`src/verilog/sblx_pkg.sv`:
```
/*
 sixteen-bit load group execution package: opcodes, pair codes, machine cycle and state counts.
 assumes a one-cycle-per-clock-state timing model.
*/
package sblx_pkg;
   // =====================================================
   // opcode bytes
   localparam logic [7:0] SBLX_PFX_X = 8'hDD;
   localparam logic [7:0] SBLX_PFX_Y = 8'hFD;
   localparam logic [7:0] SBLX_PFX_E = 8'hED;
   localparam logic [7:0] SBLX_OP_IMM_IDX = 8'h21;
   localparam logic [7:0] SBLX_OP_LD_DIR = 8'h2A;
   localparam logic [7:0] SBLX_OP_ST_DIR = 8'h22;
   localparam logic [3:0] SBLX_LO_IMM = 4'h1;
   localparam logic [3:0] SBLX_LO_EDLD = 4'hB;
   localparam logic [3:0] SBLX_LO_EDST = 4'h3;
   // =====================================================
   // pair field codes
   localparam logic [1:0] SBLX_PAIR_FIRST = 2'h0;
   localparam logic [1:0] SBLX_PAIR_SECOND = 2'h1;
   localparam logic [1:0] SBLX_PAIR_THIRD = 2'h2;
   localparam logic [1:0] SBLX_PAIR_SP = 2'h3;
   // =====================================================
   // clock states per machine cycle
   localparam logic [2:0] SBLX_T_FETCH = 3'h4;
   localparam logic [2:0] SBLX_T_MEM = 3'h3;
   localparam logic [15:0] SBLX_RST_REG = 16'h0000;
   typedef enum logic [2:0] {
      SBLX_DST_FIRST = 3'b000,
      SBLX_DST_SECOND = 3'b001,
      SBLX_DST_THIRD = 3'b010,
      SBLX_DST_SP = 3'b011,
      SBLX_DST_X = 3'b100,
      SBLX_DST_Y = 3'b101
   } sblx_dst_t;
endpackage

```
`src/verilog/sblx_tcnt.sv`:
```
/*
 clock-state counter of one machine cycle.
 assumes start pulses only when idle or on the last state.
*/
`timescale 1ns/100ps
module sblx_tcnt (
   // clock and reset
   input wire logic CLK,
   input wire logic RST_B,
   // control
   input wire logic start,
   input wire logic [2:0] len,
   output logic last
);
   import sblx_pkg::*;
   logic [2:0] cnt_ff;
   logic run_ff;

   always_ff @(posedge CLK or negedge RST_B) begin
      if (!RST_B) begin
         cnt_ff <= 3'h0;
         run_ff <= 1'b0;
      end else if (start) begin
         cnt_ff <= len - 3'h1;
         run_ff <= 1'b1;
      end else if (run_ff) begin
         if (cnt_ff == 3'h1) run_ff <= 1'b0;
         cnt_ff <= cnt_ff - 3'h1;
      end
   end

   assign last = run_ff && (cnt_ff == 3'h1);
endmodule

```
`src/verilog/sblx_exec.sv`:
```
/*
 sixteen-bit load group: decodes opcode bytes and runs immediate and
 direct-address loads and stores, sequencing one byte per machine cycle.
 assumes memory answers a read with DIN valid on the last state of the cycle.
*/
// Function
// - pair field selects first, second, third, stack pointer
// - immediate pair load, low first, 10 states
// - DD 21 loads index x immediate, 14 states
// - index y immediate load, 14 states
// - direct load of third pair, 16 states
// - ED prefixed direct pair load, nn then nn+1
// - direct load of index x, 20 states
// - direct load of index y, 20 states
// - direct store of third pair, 16 states
// - ED prefixed direct pair store, 20 states
// - direct store of index x, 20 states
// - direct store of index y, 20 states
// - first address byte is low half
`timescale 1ns/100ps
module sblx_exec (
   // clock and reset
   input wire logic CLK,
   input wire logic RST_B,
   // memory bus
   input wire logic [7:0] DIN,
   output logic [15:0] ADDR,
   output logic [7:0] DOUT,
   output logic RD,
   output logic WR,
   // status
   output logic M1,
   output logic DONE,
   output logic ILLEGAL,
   // register file view
   output logic [15:0] PAIR_FIRST,
   output logic [15:0] PAIR_SECOND,
   output logic [15:0] PAIR_THIRD,
   output logic [15:0] STACK_PTR,
   output logic [15:0] INDEX_X,
   output logic [15:0] INDEX_Y
);
   import sblx_pkg::*;

   // =====================================================
   // sequencer
   typedef enum logic [2:0] {
      SBLX_S_OP1 = 3'b000,
      SBLX_S_OP2 = 3'b001,
      SBLX_S_NLO = 3'b010,
      SBLX_S_NHI = 3'b011,
      SBLX_S_DLO = 3'b100,
      SBLX_S_DHI = 3'b101
   } sblx_st_t;

   sblx_st_t st_ff;
   sblx_dst_t dst_ff;
   logic [15:0] pc_ff, opr_ff, regs_ff [6];
   logic [2:0] pfx_ff;
   logic store_ff, direct_ff, tstart_ff, tlast;
   logic [15:0] ADDR_ff;
   logic [7:0] DOUT_ff;
   logic RD_ff, WR_ff, M1_ff, DONE_ff, ILL_ff;
   logic [4:0] states_ff;

   sblx_tcnt u_tcnt (
      .CLK(CLK),
      .RST_B(RST_B),
      .start(tstart_ff),
      .len((st_ff == SBLX_S_OP1 || st_ff == SBLX_S_OP2) ? SBLX_T_FETCH : SBLX_T_MEM),
      .last(tlast)
   );

   function automatic sblx_dst_t pair_dst(input logic [1:0] f);
      pair_dst = sblx_dst_t'({1'b0, f});
   endfunction

   function automatic logic [15:0] inc16(input logic [15:0] a);
      inc16 = a + 16'h0001;
   endfunction

   wire logic [7:0] op = DIN;
   wire logic step = tlast;

   // =====================================================
   // decode and sequencing
   always_ff @(posedge CLK or negedge RST_B) begin
      if (!RST_B) begin
         st_ff <= SBLX_S_OP1;
         dst_ff <= SBLX_DST_FIRST;
         pfx_ff <= 3'h0;
         store_ff <= 1'b0;
         direct_ff <= 1'b0;
         pc_ff <= SBLX_RST_REG;
         opr_ff <= SBLX_RST_REG;
         ILL_ff <= 1'b0;
         DONE_ff <= 1'b0;
         tstart_ff <= 1'b1;
      end else begin
         DONE_ff <= 1'b0;
         ILL_ff <= 1'b0;
         tstart_ff <= step;
         if (step) begin
            pc_ff <= (st_ff == SBLX_S_DLO || st_ff == SBLX_S_DHI) ? pc_ff : inc16(pc_ff);
            unique case (st_ff)
               SBLX_S_OP1: begin
                  pfx_ff <= 3'h0;
                  if (op == SBLX_PFX_X || op == SBLX_PFX_Y || op == SBLX_PFX_E) begin
                     pfx_ff <= (op == SBLX_PFX_X) ? 3'h1 : (op == SBLX_PFX_Y) ? 3'h2 : 3'h4;
                     st_ff <= SBLX_S_OP2;
                  end else if (op[7:6] == 2'h0 && op[3:0] == SBLX_LO_IMM) begin
                     dst_ff <= pair_dst(op[5:4]);
                     store_ff <= 1'b0;
                     direct_ff <= 1'b0;
                     st_ff <= SBLX_S_NLO;
                  end else if (op == SBLX_OP_LD_DIR || op == SBLX_OP_ST_DIR) begin
                     dst_ff <= SBLX_DST_THIRD;
                     store_ff <= (op == SBLX_OP_ST_DIR);
                     direct_ff <= 1'b1;
                     st_ff <= SBLX_S_NLO;
                  end else begin
                     ILL_ff <= 1'b1;
                  end
               end
               SBLX_S_OP2: begin
                  st_ff <= SBLX_S_NLO;
                  if (pfx_ff[2] && op[7:6] == 2'h1 &&
                      (op[3:0] == SBLX_LO_EDLD || op[3:0] == SBLX_LO_EDST)) begin
                     dst_ff <= pair_dst(op[5:4]);
                     store_ff <= (op[3:0] == SBLX_LO_EDST);
                     direct_ff <= 1'b1;
                  end else if (!pfx_ff[2] && (op == SBLX_OP_IMM_IDX || op == SBLX_OP_LD_DIR ||
                              op == SBLX_OP_ST_DIR)) begin
                     dst_ff <= pfx_ff[1] ? SBLX_DST_Y : SBLX_DST_X;
                     store_ff <= (op == SBLX_OP_ST_DIR);
                     direct_ff <= (op != SBLX_OP_IMM_IDX);
                  end else begin
                     ILL_ff <= 1'b1;
                     st_ff <= SBLX_S_OP1;
                  end
               end
               SBLX_S_NLO: begin
                  opr_ff[7:0] <= DIN;
                  st_ff <= SBLX_S_NHI;
               end
               SBLX_S_NHI: begin
                  opr_ff[15:8] <= DIN;
                  st_ff <= direct_ff ? SBLX_S_DLO : SBLX_S_OP1;
                  DONE_ff <= !direct_ff;
               end
               SBLX_S_DLO: begin
                  st_ff <= SBLX_S_DHI;
               end
               SBLX_S_DHI: begin
                  st_ff <= SBLX_S_OP1;
                  DONE_ff <= 1'b1;
               end
            endcase
         end
      end
   end

   // =====================================================
   // register file writes, flags never touched
   always_ff @(posedge CLK or negedge RST_B) begin
      if (!RST_B) begin
         for (int i = 0; i < 6; i++) regs_ff[i] <= SBLX_RST_REG;
      end else if (step) begin
         if (st_ff == SBLX_S_NHI && !direct_ff)
            regs_ff[dst_ff] <= {DIN, opr_ff[7:0]};
         else if (st_ff == SBLX_S_DLO && !store_ff)
            regs_ff[dst_ff][7:0] <= DIN;
         else if (st_ff == SBLX_S_DHI && !store_ff)
            regs_ff[dst_ff][15:8] <= DIN;
      end
   end

   // =====================================================
   // bus outputs, registered
   always_ff @(posedge CLK or negedge RST_B) begin
      if (!RST_B) begin
         ADDR_ff <= SBLX_RST_REG;
         DOUT_ff <= 8'h00;
         RD_ff <= 1'b0;
         WR_ff <= 1'b0;
         M1_ff <= 1'b0;
      end else begin
         unique case (st_ff)
            SBLX_S_DLO: begin
               ADDR_ff <= opr_ff;
               DOUT_ff <= regs_ff[dst_ff][7:0];
            end
            SBLX_S_DHI: begin
               ADDR_ff <= inc16(opr_ff);
               DOUT_ff <= regs_ff[dst_ff][15:8];
            end
            default: begin
               ADDR_ff <= pc_ff;
               DOUT_ff <= 8'h00;
            end
         endcase
         RD_ff <= !((st_ff == SBLX_S_DLO || st_ff == SBLX_S_DHI) && store_ff);
         WR_ff <= (st_ff == SBLX_S_DLO || st_ff == SBLX_S_DHI) && store_ff;
         M1_ff <= (st_ff == SBLX_S_OP1 || st_ff == SBLX_S_OP2);
      end
   end

   // state counter for checking totals
   always_ff @(posedge CLK or negedge RST_B) begin
      if (!RST_B) states_ff <= 5'h0;
      else if (DONE_ff || ILL_ff) states_ff <= 5'h1;
      else states_ff <= states_ff + 5'h1;
   end

   assign ADDR = ADDR_ff;
   assign DOUT = DOUT_ff;
   assign RD = RD_ff;
   assign WR = WR_ff;
   assign M1 = M1_ff;
   assign DONE = DONE_ff;
   assign ILLEGAL = ILL_ff;
   assign PAIR_FIRST = regs_ff[0];
   assign PAIR_SECOND = regs_ff[1];
   assign PAIR_THIRD = regs_ff[2];
   assign STACK_PTR = regs_ff[3];
   assign INDEX_X = regs_ff[4];
   assign INDEX_Y = regs_ff[5];

   // =====================================================
   // checks
   wire logic sp_pick = (st_ff == SBLX_S_OP1) && step && op[7:6] == 2'h0 &&
                        op[3:0] == SBLX_LO_IMM;
   pair_decode_a: assert property (@(posedge CLK) disable iff (!RST_B)
      sp_pick |=> dst_ff == ($past(op[5:4]) == SBLX_PAIR_FIRST ? SBLX_DST_FIRST :
                             $past(op[5:4]) == SBLX_PAIR_SECOND ? SBLX_DST_SECOND :
                             $past(op[5:4]) == SBLX_PAIR_THIRD ? SBLX_DST_THIRD :
                             SBLX_DST_SP))
      else $error("pair field decoded wrongly");
   imm_pair_time_a: assert property (@(posedge CLK) disable iff (!RST_B)
      (DONE && !$past(direct_ff) && $past(pfx_ff) == 3'h0 && $past(st_ff) == SBLX_S_NHI)
      |-> states_ff == 5'd10)
      else $error("immediate pair load not 10 states");
   imm_idx_time_a: assert property (@(posedge CLK) disable iff (!RST_B)
      (DONE && !$past(direct_ff) && $past(pfx_ff) != 3'h0) |-> states_ff == 5'd14)
      else $error("immediate index load not 14 states");
   imm_low_first_a: assert property (@(posedge CLK) disable iff (!RST_B)
      (step && st_ff == SBLX_S_NHI && !direct_ff) |=> regs_ff[dst_ff][7:0] == opr_ff[7:0])
      else $error("immediate low byte lost");
   dir_third_time_a: assert property (@(posedge CLK) disable iff (!RST_B)
      (DONE && $past(direct_ff) && $past(pfx_ff) == 3'h0) |-> states_ff == 5'd16)
      else $error("unprefixed direct not 16 states");
   dir_pfx_time_a: assert property (@(posedge CLK) disable iff (!RST_B)
      (DONE && $past(direct_ff) && $past(pfx_ff) != 3'h0) |-> states_ff == 5'd20)
      else $error("prefixed direct not 20 states");
   store_wrap_a: assert property (@(posedge CLK) disable iff (!RST_B)
      (WR && $past(st_ff) == SBLX_S_DHI) |-> ADDR == $past(opr_ff) + 16'h0001)
      else $error("second address not nn+1");
   store_data_a: assert property (@(posedge CLK) disable iff (!RST_B)
      (WR && $past(st_ff) == SBLX_S_DLO) |-> DOUT == $past(regs_ff[dst_ff][7:0]))
      else $error("low byte not stored first");
endmodule

```
`config.mk`:
```
export PLATFORM = sky130hd
export DESIGN_NAME = sblx_exec
export DESIGN_NICKNAME = d
export VERILOG_FILES = /design/src/verilog/sblx_pkg.sv /design/src/verilog/sblx_tcnt.sv /design/src/verilog/sblx_exec.sv
export SDC_FILE = /design/constraint.sdc
export NUM_CORES = 1
export LEC_CHECK = 0
export BUFFER_PORTS_ARGS = -buffer_cell sky130_fd_sc_hd__clkbuf_2
export CAP_MARGIN = 20
export CELL_PAD_IN_SITES_DETAIL_PLACEMENT = 0
export CELL_PAD_IN_SITES_GLOBAL_PLACEMENT = 1
export CORE_UTILIZATION = 50
export CTS_BUF_LIST = sky130_fd_sc_hd__clkbuf_2 sky130_fd_sc_hd__clkbuf_4 sky130_fd_sc_hd__clkbuf_8
export CTS_CLUSTER_DIAMETER = 200
export CTS_CLUSTER_SIZE = 8
export DETAILED_ROUTE_END_ITERATION = 6
export GPL_TIMING_DRIVEN = 1
export HOLD_SLACK_MARGIN = 0.12
export PLACE_DENSITY = 0.89
export SYNTH_ARGS = -nofsm -noshare
export SYNTH_HDL_FRONTEND = slang
export SYNTH_SLANG_ARGS = --single-unit
export TNS_END_PERCENT = 1
```
`constraint.sdc`:
```
create_clock -name CLK -period 3.8 [get_ports CLK]
set_input_delay 0.57 -clock CLK [delete_from_list [all_inputs] [get_ports CLK]]
set_output_delay 0.57 -clock CLK [all_outputs]
set_load 0.05 [all_outputs]
```
==> impl_metrics.ini <==
[final_layout]
insertedDiodeCount = 0
syn2layout_area_growth_pct = 15.0
fill_cells = 1315
nets = 850
drive_above_1_share_pct = 36.0

[floorplan]
rows = 46
die_w_microns = 130
num_io_pins = 135
start_util_pct = 51.5
die-area_sq_um = 16900
core_area_sq_um = 15900
fp.dieH_microns = 130

[worst_setup_path]
start_kind = flop
endpoint_kind = flop
critPathSlowestCell = dfrtp_1
crit_chain = nand2b_1, nor4_4, mux2_2
required_ns = 4.16
crit_family = flip-flops
path_buf_inv = 0
worstPathArrival_ns = 2.99
slowest_delay_ns = 1.06
critical_path_class = reg -> reg
crit_fanout = 27

[grt]
grt_max_degree = 112
grtUsageTotal_pct = 26.4
grt_pass1_wl_microns = 33200
grt_antenna_before_repair = 0
overflow = 0
grt_pass1_vias = 5984

[place]
dp_slack_ns = 1.24
dp_hpwl_microns = 15000
routabilityCongestion = 0.896
io_buffers = 134

[cts]
cts_sinks = 172
cts_buffer_depth = 2
clock_latency_ns = 0.47
numCtsBuffers = 17
cts_setup_buffers = 0
clkTransAtPathRegs_ns = 0.10
cts_tree = yes
htreeDepth = 4
cts_root_buf = clkbuf_8

[logic_synthesis]
ys_ff_latch = 172
netlist_area_sq_um = 8210
syn_area_per_cell_sq_um = 11.5
synth.area.top_cells = dfrtp_1, mux2_2, nand2_1
yosys_warnings = 0
ys_seq_area_share_pct = 52.4
ys_types = 67
synth_edf_count = 0
syn_nets = 728
synthCells = 714
synth_area_leader_cell = dfrtp_1
yosysTopAreaCellShare_pct = 52.1
postSynth.topFlopCell = dfrtp_1
async_reset_ff_share_pct = 100

[timing]
fin_crit_ns = 2.63
fin_ws_ns = 1.17
fin_crit_sh_pct = 69.2
setup_viol = 0
fin_setup_tns_ns = 0
slew_headroom_pct = 28.0
drv_slew = 0
finClkSkew_ns = 0.0130
clock.fmax_ghz = 0.381
max_slew.worst_pin.slew_ns = 1.08
rsz0062_at_grt = no
hold_viol = 0

[route]
antenna_left = 0
firstDrtPassIters = 5
vias = 6079
vias_per_cell = 5.71
routed_wl_microns = 21300
drc_errors = 0
drt-initial-drc-count = 497
wl_per_cell_microns = 20.0

[hold_path]
worstHoldPathType = in -> async

[power_and_ir_drop]
netSwitchingFraction_pct = 25.8
p_leak_nw = 4.65
intPower_mw = 2.59
p_switching_mw = 0.900
seqPwrFrac_pct = 53.8
comb_power_share_pct = 5.9
power_density_nw_per_um2 = 369
clkPwrFrac_pct = 40.2
peakVddDrop_mv = 0.278

[job]
drv_cap = 0

[run_status]
status = finished clean
[layer usage]
layer / global-route usage (%) / up-vias / share of wire (%)
li1: - / 2780 / -
met1: 35.1 / 3011 / 43
met2: 42.7 / 255 / 48
met3: 5.17 / 33 / 7.2
met4: 10.5 / 0 / 2.5
met5: 0 / - / 0
[layout make-up]
type | count | area (sq um) | share of cell area [%]
inverter | 12 | 45.0 | 0.477
multi-input combinational | 492 | 3630 | 38.4
clock inverter | 14 | 181 | 1.92
timing repair buffer | 141 | 764 | 8.10
tap | 216 | 270 | 2.86
sequential | 172 | 4310 | 45.6
clock buffer | 18 | 248 | 2.62
[stage by stage]
step / hold slack (ns) / area, sq um / util (%) / power (mW) / std cells
detailed placement: 0.466 / 8970 / 56.3 / 2.12 / 1031
CTS: 0.295 / 9400 / 59.0 / 3.49 / 1063
floorplan: 0.274 / 8210 / - / 2.03 / 714
finish: 0.478 / 9440 / 59.2 / 3.49 / 1065
global route: 0.492 / 9440 / 59.2 / 3.60 / 1065
global placement: 0.464 / 8970 / 56.3 / 2.11 / 1031
[flip-flops by register name, summed over array words and instances (netlist names), 2 cells and up]
name	cells
ADDR	16
DOUT	8
INDEX_X	16
INDEX_Y	16
PAIR_FIRST	16
PAIR_SECOND	16
PAIR_THIRD	16
STACK_PTR	16
dst_ff	3
opr_ff	16
pc_ff	16
pfx_ff	2
st_ff	3
u_tcnt.cnt_ff	3
[worst paths after layout]
kind                            cells past startpoint  startpoint        endpoint  slack [ns]
worst max-delay path                                3   dst_ff[1]  PAIR_THIRD[15]        1.17
worst min-delay path                                2       RST_B              WR        0.48
worst max register to register                      3   dst_ff[1]  PAIR_THIRD[15]        1.17
worst min register to register                      1   pc_ff[15]       pc_ff[15]        0.48
max in group asynchronous                           3       RST_B  PAIR_FIRST[13]        2.58
min in group CLK                                    1   pc_ff[15]       pc_ff[15]        0.48
[Yosys cell counts (all sizes together) (5+ instances only)]
cell type	n
xnor2	14
nor2	32
mux2i	32
xor2	18
o21ai	80
mux2	68
dfrtp	171
inv	12
a21oi	21
nand2b	6
mux4	5
nor3	7
nand3	20
nand2	103
buf	21
and3	5
a22oi	14
nand4	11
clkbuf	17
[placed cells by master, fill, tap and decap left out, types with 3 or more instances in the layout]
| master | netlist | final |
|---|---|---|
| dfrtp_1 | 171 | 170 |
| clkbuf_2 | 0 | 133 |
| nand2_1 | 92 | 92 |
| mux2_2 | 66 | 66 |
| o21ai_0 | 37 | 37 |
| mux2i_1 | 32 | 32 |
| nor2_1 | 29 | 29 |
| o21ai_2 | 28 | 28 |
| a21oi_1 | 21 | 21 |
| nand3_1 | 20 | 20 |
| xor2_1 | 18 | 18 |
| clkbuf_8 | 0 | 18 |
| o21ai_1 | 15 | 15 |
| xnor2_1 | 14 | 14 |
| a22oi_1 | 14 | 14 |
| nand4_1 | 11 | 11 |
| inv_1 | 11 | 11 |
| nand2_2 | 8 | 8 |
| nand2b_1 | 6 | 6 |
| mux4_2 | 5 | 5 |
| and3_1 | 5 | 5 |
| and4_1 | 4 | 4 |
| nor2b_1 | 4 | 4 |
| o221ai_1 | 4 | 4 |
| nor3_1 | 4 | 4 |
| ha_1 | 4 | 4 |
| clkinv_4 | 0 | 4 |
| inv_6 | 0 | 4 |
| buf_4 | 7 | 4 |
| a21o_1 | 3 | 3 |
| nor2_2 | 3 | 3 |
| nand2_4 | 3 | 3 |
| nor4_4 | 3 | 3 |
| bufinv_16 | 0 | 3 |
[timing repair]
item                                   CTS  global route
endpoints found under the hold margin    0             8
gates resized for setup                  0             0
hold buffers                             0             1
[worst register-to-register path, delay by kind of cell, from the launching register on]
family	cells	cell delay (ns)
flops	1	1.06
mux	1	0.42
simple gates	2	1.04
[power by group through the flow]
stage               sequential (mW)  combinational [mW]  clock, mW
finish                         1.88               0.207       1.40
floorplan                      1.96              0.0615          0
detailed placement             1.91               0.204          0
global route                   1.88               0.223       1.50
CTS                            1.88               0.205       1.41
global placement               1.91               0.201          0
[logic make-up after synthesis]
logic type               count (synthesis)  synth area share, %
AO/OA/AOI/OAI                          142                 11.8
XOR/XNOR                                32                 3.41
adder cells (fa/ha/maj)                  4                0.609
buffers and inverters                   50                 3.43
flip-flops                             172                 52.4
multiplexers                           105                 14.6
AND/OR/NAND/NOR                        209                 13.7
No activity file was read; power rests on OpenSTA's default activity.
